$ cat config.mk
export PLATFORM = sky130hd
export DESIGN_NAME = srlc_reset_led
export DESIGN_NICKNAME = d
export VERILOG_FILES = /design/src/srlc_pkg.sv /design/src/srlc_reset_sync.sv /design/src/srlc_blink_timer.sv /design/src/srlc_reset_led.sv
export SDC_FILE = /design/constraint.sdc
export NUM_CORES = 1
export LEC_CHECK = 0
export BUFFER_PORTS_ARGS = -buffer_cell sky130_fd_sc_hd__buf_2
export CAP_MARGIN = 25
export CORE_ASPECT_RATIO = 0.6
export CORE_MARGIN = 2
export CORE_UTILIZATION = 49
export DETAILED_ROUTE_END_ITERATION = 7
export HOLD_SLACK_MARGIN = 0.08
export MAX_ROUTING_LAYER = met4
export PLACE_DENSITY = 0.76
export SYNTH_ARGS = -nofsm -noshare
export SYNTH_HDL_FRONTEND = slang
export SYNTH_SLANG_ARGS = --single-unit
$ cat constraint.sdc
create_clock -name ref_clk -period 4.75 [get_ports ref_clk]
set_input_delay 0.95 -clock ref_clk [delete_from_list [all_inputs] [get_ports ref_clk]]
set_output_delay 0.95 -clock ref_clk [all_outputs]
set_load 0.03 [all_outputs]
$ cat src/srlc_pkg.sv
`default_nettype none

package srlc_pkg;

    // Bus geometry
    localparam int unsigned DATA_W  = 32;
    localparam int unsigned ADDR_W  = 8;
    localparam int unsigned N_AREAS = 4;

    // Register byte offsets
    localparam logic [7:0] CTRL_OFS  = 8'h00;
    localparam logic [7:0] TXPTR_OFS = 8'h04;
    localparam logic [7:0] RXPTR_OFS = 8'h08;
    localparam logic [7:0] STAT_OFS  = 8'h0c;

    // Control register fields
    localparam int unsigned LED_MODE_BIT   = 14;
    localparam int unsigned POL_BIT        = 15;
    localparam int unsigned GLOBAL_BIT     = 16;
    localparam int unsigned RX_BIT         = 17;
    localparam int unsigned TX_BIT         = 18;
    localparam int unsigned DMA_SEL_BIT    = 19;
    localparam int unsigned FIFO_SEL_BIT   = 20;
    localparam int unsigned RESET_IN_PROGRESS_OUT_SEL_BIT = 24;

    // Status register fields
    localparam int unsigned STAT_TXDONE_BIT = 0;
    localparam int unsigned STAT_BUSY_BIT   = 1;

    // Reset values
    localparam logic        LED_MODE_RST = 1'b0;
    localparam logic        POL_RST      = 1'b0;
    localparam logic [31:0] PTR_RST      = 32'h0000_0000;

    // Timing
    localparam int unsigned CLK_NS          = 25;
    localparam int unsigned BLINK_LOW_NS    = 5240000;
    localparam int unsigned BLINK_PERIOD_NS = 41890000;
    localparam int unsigned BLINK_LOW_CYCLES    = BLINK_LOW_NS / CLK_NS;
    localparam int unsigned BLINK_PERIOD_CYCLES = BLINK_PERIOD_NS / CLK_NS;
    localparam int unsigned RESET_HOLD_NS     = 400;
    localparam int unsigned RESET_HOLD_CYCLES =
        (RESET_HOLD_NS + CLK_NS - 1) / CLK_NS;

    typedef enum logic [2:0] {
        SRLC_IDLE = 3'b001,
        SRLC_HOLD = 3'b010,
        SRLC_DONE = 3'b100
    } srlc_state_t;

endpackage : srlc_pkg

`default_nettype wire

$ cat src/srlc_reset_sync.sv
`timescale 1ns/1ps
`default_nettype none

module srlc_reset_sync (
    input  wire logic ref_clk,
    input  wire logic resetn,
    output var  logic rst_n
);

    logic stage1;
    logic next_stage1;
    logic next_rst_n;

    always_comb begin
        next_stage1 = 1'b1;
        next_rst_n  = stage1;
    end

    always_ff @(posedge ref_clk or negedge resetn) begin
        if (!resetn) begin
            stage1 <= 1'b0;
            rst_n  <= 1'b0;
        end else begin
            stage1 <= next_stage1;
            rst_n  <= next_rst_n;
        end
    end

endmodule : srlc_reset_sync

`default_nettype wire

$ cat src/srlc_blink_timer.sv
`timescale 1ns/1ps
`default_nettype none

module srlc_blink_timer #(
    parameter int unsigned LOW_CYCLES    = srlc_pkg::BLINK_LOW_CYCLES,
    parameter int unsigned PERIOD_CYCLES = srlc_pkg::BLINK_PERIOD_CYCLES
) (
    input  wire logic ref_clk,
    input  wire logic rst_n,
    input  wire logic enable,
    output var  logic lit
);

    localparam logic [20:0] LOW_W  = 21'(LOW_CYCLES);
    localparam logic [20:0] LAST_W = 21'(PERIOD_CYCLES - 1);

    logic [20:0] cnt;
    logic [20:0] next_cnt;

    // Restarts at the lit phase whenever blinking is requested anew
    always_comb begin
        next_cnt = 21'h000000;
        if (enable && cnt != LAST_W) begin
            next_cnt = cnt + 21'h000001;
        end
        lit = enable && (cnt < LOW_W);
    end

    always_ff @(posedge ref_clk or negedge rst_n) begin
        if (!rst_n) begin
            cnt <= 21'h000000;
        end else begin
            cnt <= next_cnt;
        end
    end

endmodule : srlc_blink_timer

`default_nettype wire

$ cat src/srlc_reset_led.sv
// Behaviour
// - Duplex pin low; collision blinks or holds high
// - Reset-active output level follows polarity bit
// - Global command resets all selected areas
// - Global reset hits transmit and receive portions
// - Global command bit clears itself when done
// - Configuration space untouched by global reset
// - Receive command resets only receive portions
// - Receive command bit clears itself when done
// - Transmit command resets transmit portions, self-clears
// - DMA select includes or excludes DMA area
// - DMA select bit clears itself after use
// - DMA reset clears pointers and done flag
// - Mode bit picks indicator mode 0 or 1
// - Blink period 41.89ms, lit 5.24ms
`timescale 1ns/1ps
`default_nettype none

module srlc_reset_led #(
    parameter int unsigned BLINK_LOW_CYCLES    = srlc_pkg::BLINK_LOW_CYCLES,
    parameter int unsigned BLINK_PERIOD_CYCLES =
        srlc_pkg::BLINK_PERIOD_CYCLES
) (
    input  wire logic        ref_clk,
    input  wire logic        resetn,
    input  wire logic [7:0]  bus_addr,
    input  wire logic [31:0] bus_wdata,
    input  wire logic        bus_wr,
    input  wire logic        bus_rd,
    output var  logic [31:0] bus_rdata,
    input  wire logic        full_duplex_cfg,
    input  wire logic        collision_detected,
    input  wire logic        tx_dma_done_in,
    output var  logic        duplex_indicator_pin,
    output var  logic        reset_in_progress_out,
    output var  logic        dma_tx_logic_reset,
    output var  logic        dma_rx_logic_reset,
    output var  logic [3:0]  area_tx_reset,
    output var  logic [3:0]  area_rx_reset,
    output var  logic [31:0] tx_descriptor_list_pointer,
    output var  logic [31:0] rx_descriptor_list_pointer,
    output var  logic        tx_transfer_done_flag
);

    ////////////////////////////////////////////////////////////////////////
    // Reset release and decode

    localparam logic [7:0] HOLD_LAST = 8'(srlc_pkg::RESET_HOLD_CYCLES - 1);

    logic rst_n;

    srlc_reset_sync u_sync (
        .ref_clk (ref_clk),
        .resetn  (resetn),
        .rst_n   (rst_n)
    );

    logic ctrl_wr;
    logic txptr_wr;
    logic rxptr_wr;
    logic stat_wr;

    assign ctrl_wr  = bus_wr && bus_addr == srlc_pkg::CTRL_OFS;
    assign txptr_wr = bus_wr && bus_addr == srlc_pkg::TXPTR_OFS;
    assign rxptr_wr = bus_wr && bus_addr == srlc_pkg::RXPTR_OFS;
    assign stat_wr  = bus_wr && bus_addr == srlc_pkg::STAT_OFS;

    ////////////////////////////////////////////////////////////////////////
    // Soft reset sequencer

    srlc_pkg::srlc_state_t state;
    srlc_pkg::srlc_state_t next_state;
    logic [7:0]            cnt;
    logic [7:0]            next_cnt;
    logic [2:0]            cmd;
    logic [2:0]            next_cmd;
    logic [5:0]            sel;
    logic [5:0]            next_sel;
    logic [2:0]            wr_cmd;

    // cmd: 0 global, 1 receive, 2 transmit
    // sel: 0 DMA, 1..4 other areas, 5 reset output
    assign wr_cmd = bus_wdata[srlc_pkg::TX_BIT:srlc_pkg::GLOBAL_BIT];

    always_comb begin
        next_state = state;
        next_cnt   = cnt;
        next_cmd   = cmd;
        next_sel   = sel;
        case (state)
            srlc_pkg::SRLC_IDLE: begin
                // Commands arriving mid-sequence are dropped
                if (ctrl_wr && wr_cmd != 3'h0) begin
                    next_state = srlc_pkg::SRLC_HOLD;
                    next_cnt   = HOLD_LAST;
                    next_cmd   = wr_cmd;
                    next_sel   = bus_wdata[srlc_pkg::RESET_IN_PROGRESS_OUT_SEL_BIT:
                                           srlc_pkg::DMA_SEL_BIT];
                end
            end
            srlc_pkg::SRLC_HOLD: begin
                if (cnt == 8'h00) begin
                    next_state = srlc_pkg::SRLC_DONE;
                end else begin
                    next_cnt = cnt - 8'h01;
                end
            end
            srlc_pkg::SRLC_DONE: begin
                next_state = srlc_pkg::SRLC_IDLE;
                next_cmd   = 3'h0;
                next_sel   = 6'h00;
            end
            default: begin
                next_state = srlc_pkg::SRLC_IDLE;
                next_cnt   = 8'h00;
                next_cmd   = 3'h0;
                next_sel   = 6'h00;
            end
        endcase
    end

    always_ff @(posedge ref_clk or negedge rst_n) begin
        if (!rst_n) begin
            state <= srlc_pkg::SRLC_IDLE;
            cnt   <= 8'h00;
            cmd   <= 3'h0;
            sel   <= 6'h00;
        end else begin
            state <= next_state;
            cnt   <= next_cnt;
            cmd   <= next_cmd;
            sel   <= next_sel;
        end
    end

    ////////////////////////////////////////////////////////////////////////
    // Indicator configuration

    logic led_mode;
    logic next_led_mode;
    logic polarity;
    logic next_polarity;

    always_comb begin
        next_led_mode = led_mode;
        next_polarity = polarity;
        if (ctrl_wr) begin
            next_led_mode = bus_wdata[srlc_pkg::LED_MODE_BIT];
            next_polarity = bus_wdata[srlc_pkg::POL_BIT];
        end
        // Only the reset-output area returns to defaults; nothing of the
        // configuration space lives here
        if (state == srlc_pkg::SRLC_DONE && cmd[0] && sel[5]) begin
            next_led_mode = srlc_pkg::LED_MODE_RST;
            next_polarity = srlc_pkg::POL_RST;
        end
    end

    always_ff @(posedge ref_clk or negedge rst_n) begin
        if (!rst_n) begin
            led_mode <= srlc_pkg::LED_MODE_RST;
            polarity <= srlc_pkg::POL_RST;
        end else begin
            led_mode <= next_led_mode;
            polarity <= next_polarity;
        end
    end

    ////////////////////////////////////////////////////////////////////////
    // Area reset outputs

    logic       next_hold;
    logic       next_tx_do;
    logic       next_rx_do;
    logic       next_dma_tx;
    logic       next_dma_rx;
    logic [3:0] next_area_tx;
    logic [3:0] next_area_rx;
    logic       next_rst_out;

    always_comb begin
        next_hold  = next_state == srlc_pkg::SRLC_HOLD;
        next_tx_do = next_hold && (next_cmd[0] || next_cmd[2]);
        next_rx_do = next_hold && (next_cmd[0] || next_cmd[1]);
        next_dma_tx = next_tx_do && next_sel[0];
        next_dma_rx = next_rx_do && next_sel[0];
        // Asserted over the whole sequence, release cycle included
        next_rst_out = (next_state != srlc_pkg::SRLC_IDLE) ?
                       next_polarity : !next_polarity;
    end

    for (genvar i = 0; i < 4; i++) begin : g_area
        assign next_area_tx[i] = next_tx_do && next_sel[i+1];
        assign next_area_rx[i] = next_rx_do && next_sel[i+1];
    end

    always_ff @(posedge ref_clk or negedge rst_n) begin
        if (!rst_n) begin
            dma_tx_logic_reset    <= 1'b0;
            dma_rx_logic_reset    <= 1'b0;
            area_tx_reset         <= 4'h0;
            area_rx_reset         <= 4'h0;
            reset_in_progress_out <= !srlc_pkg::POL_RST;
        end else begin
            dma_tx_logic_reset    <= next_dma_tx;
            dma_rx_logic_reset    <= next_dma_rx;
            area_tx_reset         <= next_area_tx;
            area_rx_reset         <= next_area_rx;
            reset_in_progress_out <= next_rst_out;
        end
    end

    ////////////////////////////////////////////////////////////////////////
    // DMA area registers

    logic [31:0] next_txptr;
    logic [31:0] next_rxptr;
    logic        next_txdone;

    always_comb begin
        next_txptr  = tx_descriptor_list_pointer;
        next_rxptr  = rx_descriptor_list_pointer;
        next_txdone = tx_transfer_done_flag;
        if (txptr_wr) begin
            next_txptr = bus_wdata;
        end
        if (rxptr_wr) begin
            next_rxptr = bus_wdata;
        end
        if (stat_wr && bus_wdata[srlc_pkg::STAT_TXDONE_BIT]) begin
            next_txdone = 1'b0;
        end
        // A new completion beats a software clear
        if (tx_dma_done_in) begin
            next_txdone = 1'b1;
        end
        if (next_dma_tx) begin
            next_txptr  = srlc_pkg::PTR_RST;
            next_txdone = 1'b0;
        end
        if (next_dma_rx) begin
            next_rxptr = srlc_pkg::PTR_RST;
        end
    end

    always_ff @(posedge ref_clk or negedge rst_n) begin
        if (!rst_n) begin
            tx_descriptor_list_pointer <= srlc_pkg::PTR_RST;
            rx_descriptor_list_pointer <= srlc_pkg::PTR_RST;
            tx_transfer_done_flag      <= 1'b0;
        end else begin
            tx_descriptor_list_pointer <= next_txptr;
            rx_descriptor_list_pointer <= next_rxptr;
            tx_transfer_done_flag      <= next_txdone;
        end
    end

    ////////////////////////////////////////////////////////////////////////
    // Read port

    logic [31:0] next_rdata;

    always_comb begin
        next_rdata = 32'h0000_0000;
        if (bus_rd) begin
            case (bus_addr)
                srlc_pkg::CTRL_OFS: begin
                    next_rdata[srlc_pkg::LED_MODE_BIT] = led_mode;
                    next_rdata[srlc_pkg::POL_BIT]      = polarity;
                    next_rdata[srlc_pkg::TX_BIT:srlc_pkg::GLOBAL_BIT] = cmd;
                    next_rdata[srlc_pkg::RESET_IN_PROGRESS_OUT_SEL_BIT:
                               srlc_pkg::DMA_SEL_BIT] = sel;
                end
                srlc_pkg::TXPTR_OFS: next_rdata = tx_descriptor_list_pointer;
                srlc_pkg::RXPTR_OFS: next_rdata = rx_descriptor_list_pointer;
                srlc_pkg::STAT_OFS: begin
                    next_rdata[srlc_pkg::STAT_TXDONE_BIT] =
                        tx_transfer_done_flag;
                    next_rdata[srlc_pkg::STAT_BUSY_BIT] =
                        state != srlc_pkg::SRLC_IDLE;
                end
                default: next_rdata = 32'h0000_0000;
            endcase
        end
    end

    always_ff @(posedge ref_clk or negedge rst_n) begin
        if (!rst_n) begin
            bus_rdata <= 32'h0000_0000;
        end else begin
            bus_rdata <= next_rdata;
        end
    end

    ////////////////////////////////////////////////////////////////////////
    // Duplex indicator

    logic blink_en;
    logic blink_lit;
    logic next_duplex_pin;

    assign blink_en = !full_duplex_cfg && collision_detected && !led_mode;

    srlc_blink_timer #(
        .LOW_CYCLES    (BLINK_LOW_CYCLES),
        .PERIOD_CYCLES (BLINK_PERIOD_CYCLES)
    ) u_blink (
        .ref_clk (ref_clk),
        .rst_n   (rst_n),
        .enable  (blink_en),
        .lit     (blink_lit)
    );

    always_comb begin
        next_duplex_pin = 1'b1;
        if (full_duplex_cfg) begin
            next_duplex_pin = 1'b0;
        end else if (collision_detected) begin
            next_duplex_pin = led_mode ? 1'b1 : !blink_lit;
        end
    end

    always_ff @(posedge ref_clk or negedge rst_n) begin
        if (!rst_n) begin
            duplex_indicator_pin <= 1'b1;
        end else begin
            duplex_indicator_pin <= next_duplex_pin;
        end
    end

    ////////////////////////////////////////////////////////////////////////
    // Checks

    localparam int SEQ_SPAN = int'(srlc_pkg::RESET_HOLD_CYCLES) + 2;
endmodule : srlc_reset_led

`default_nettype wire

==> results.cfg <==
[status]
status = completed

[routing]
vias = 5786
ant_nets = 0
drcViolationCount = 0
detail_route.vias_per_cell = 5.52
dr.pass1.iters = 6
detail_route.iter0.violations = 467
routed_wl_um = 18200
wl_per_cell_um = 17.4

[sta]
drv_slew = 0
finalSetupTns_ns = 0
fmax_ghz = 0.326
worst-slew-pin-transition_ns = 1.01
rsz0062_at_grt = false
holdWs_ns = 0.312
fin_crit_ns = 3.07
hold_viol = 0
finalCritPeriodShare_pct = 64.5
setup_violations = 0
clock_skew_ns = 0.00683
slew_headroom_pct = 32.7

[cts]
post_cts_buffers = 0
path_clk_slew_ns = 0.06
clkLatencyLatePin_ns = 0.41
cts_tree = done
cts-resized-gates = 0
clockBufferDepth = 2
cts_root_buffer = clkbuf_16
cts_inserted_buffers = 17
htree_levels = 4
clock_sinks = 154
hold_buffers = 0

[critical_path]
critical_path_required_ns = 5.03
critPathSlowestCell = a211oi_4
start_kind = input pin
crit_fanout = 18
critPathMaxStageDelay_ns = 0.68
end_kind = register
cp.arrival_ns = 3.35
crit_chain = buf_2 > nor4_4 > nand3_2 > or2_1 > a211oi_4 > buf_4 > a21oi_1
criticalPathCategory = in2reg

[pwr]
peakVddDrop_v = 0.000242
power.total_mw = 3.07
powerDensity_nw_per_um2 = 363
power.leakage_nw = 3.99

[logic_synthesis]
ys_async_sr_fraction_pct = 100
syn_avg_cell_area_um2 = 9.83
ys_ff_latch = 154
seq_area_frac_synth_pct = 55.9
postSynthNetCount = 751
synth_ff_type = dfrtp_1
synth.cell_area_um2 = 6900
synth_cells = 702
synth_warnings = 0
synth_cell_types = 54
synth_edf_count = 0

[grt]
grt.total_usage_pct = 26.1
grt_pass1_vias = 5405
grt_overflow = 0
grt_max_degree = 80
grt_pass1_wl_um = 29100
antenna_found_initial = 0

[floorplanning]
die_w_um = 157
dieArea_um2 = 15100
die_height_um = 95.9
core_area_um2 = 13700
start_util_pct = 50.3
row_count = 33
boundaryPins = 156

[layout]
synthToLayoutAreaGrowth_pct = 22.5
nets = 894
n_antenna_cell = 0
drive_gt1_share_pct = 28.2
layout_common_cells = buf_2 (155), nand2_1 (154), dfrtp_1 (150)
mostFrequentLayoutCell = buf_2

[placed_design]
io_buffers = 155
gp_congestion = 0.929
dp_hpwl_um = 12400

[hold_path]
holdCritPathClass = in2async

[flow_run]
cap_viol_max_count = 0
where the power goes:
| group | leakage [nW] | internal, mW | total (mW) | switching (mW) |
|---|---|---|---|---|
| clock | 0.290 | 0.884 | 1.43 | 0.546 |
| combinational | 1.60 | 0.0811 | 0.245 | 0.164 |
| sequential | 2.10 | 1.35 | 1.39 | 0.0386 |
sequential cells by signal, indices dropped and copies added (netlist names):
| signal | count |
|---|---|
| bus_rdata | 32 |
| rx_descriptor_list_pointer | 32 |
| tx_descriptor_list_pointer | 32 |
| u_blink.cnt | 21 |
| cnt | 8 |
| sel | 6 |
| area_rx_reset | 4 |
| area_tx_reset | 4 |
| cmd | 3 |
| state | 3 |
| dma_rx_logic_reset | 1 |
| dma_tx_logic_reset | 1 |
| duplex_indicator_pin | 1 |
| led_mode | 1 |
| polarity | 1 |
| reset_in_progress_out | 1 |
| tx_transfer_done_flag | 1 |
| u_sync.next_rst_n | 1 |
| u_sync.rst_n | 1 |
synthesized netlist by cell type (all sizes together), types with 4 or more instances:
| cell type | n | area, um2 |
|---|---|---|
| clkbuf | 26 | 97.6 |
| nand2 | 154 | 578 |
| buf | 16 | 119 |
| xnor2 | 19 | 166 |
| nor2 | 65 | 246 |
| o21ai | 9 | 45.0 |
| nand4 | 5 | 31.3 |
| a22o | 4 | 35.0 |
| nor3 | 12 | 60.1 |
| nor2b | 21 | 131 |
| or3 | 5 | 36.3 |
| dfrtp | 151 | 3780 |
| nor3b | 7 | 68.8 |
| a21oi | 91 | 564 |
| nand3 | 15 | 80.1 |
| inv | 11 | 41.3 |
| mux2i | 15 | 150 |
| nor4 | 8 | 65.1 |
| and3 | 7 | 43.8 |
| a22oi | 21 | 158 |
| a31oi | 5 | 31.3 |
worst max-delay path, delay by kind of cell:
family	cells	cell delay [ns]
compound gates	2	0.76
buf+inv	2	0.48
simple gates	3	1.13
cells by family (layout without fill, tap and decap cells):
| family | count (synthesis) | count (layout) | synth area share, % |
|---|---|---|---|
| AND/OR/NAND/NOR | 313 | 313 | 20.9 |
| flip-flops | 154 | 154 | 55.9 |
| AO/OA/AOI/OAI | 141 | 141 | 13.9 |
| buffers and inverters | 53 | 208 | 3.74 |
| XOR/XNOR | 22 | 22 | 2.79 |
| multiplexers | 16 | 16 | 2.34 |
| adder cells (fa/ha/maj) | 2 | 2 | 0.363 |
| other | 1 | 1 | 0.0544 |
stage by stage:
| step | worst slack, ns | std cells | utilization [%] | cell area [um2] |
|---|---|---|---|---|
| floorplan | 0.147 | 702 | - | 6900 |
| detailed placement | 1.30 | 1017 | 56.9 | 7800 |
| CTS | 1.71 | 1048 | 61.4 | 8420 |
| finish | 1.68 | 1049 | 61.6 | 8450 |
| global route | 1.52 | 1049 | 61.6 | 8450 |
| global placement | 1.36 | 1017 | 56.9 | 7800 |
cell type report:
type                       instances  area (um2)
clock buffer                      18         429
clock inverter                    13         194
fill                            1161        5260
inverter                          11        41.3
multi-input combinational        495        2790
sequential                       154        3860
tap                              192         240
timing repair buffer             166         891
metal layers:
| layer | GRT usage [%] | share of wire [%] |
|---|---|---|
| met1 | 38.7 | 48 |
| met3 | 4.77 | 8.1 |
| met4 | 7.58 | 1.3 |
| met5 | - | 0 |
| met2 | 36.8 | 43 |
worst paths after layout:
check                      cells past startpoint                         from                                          to  slack (ns)
hold reg to reg                                0  u_sync.next_rst_n$_DFF_PN0_                      u_sync.rst_n$_DFF_PN0_        0.35
max in group asynchronous                      1       u_sync.rst_n$_DFF_PN0_                          state[0]$_DFF_PN1_        4.00
hold / removal                                 1                       resetn                      u_sync.rst_n$_DFF_PN0_        0.31
min in group ref_clk                           0  u_sync.next_rst_n$_DFF_PN0_                      u_sync.rst_n$_DFF_PN0_        0.35
setup reg to reg                               6           state[0]$_DFF_PN1_  rx_descriptor_list_pointer[15]$_DFFE_PN0P_        1.94
setup / recovery                               7                  bus_addr[1]  rx_descriptor_list_pointer[15]$_DFFE_PN0P_        1.68
Power figures use the tool's default switching activity.
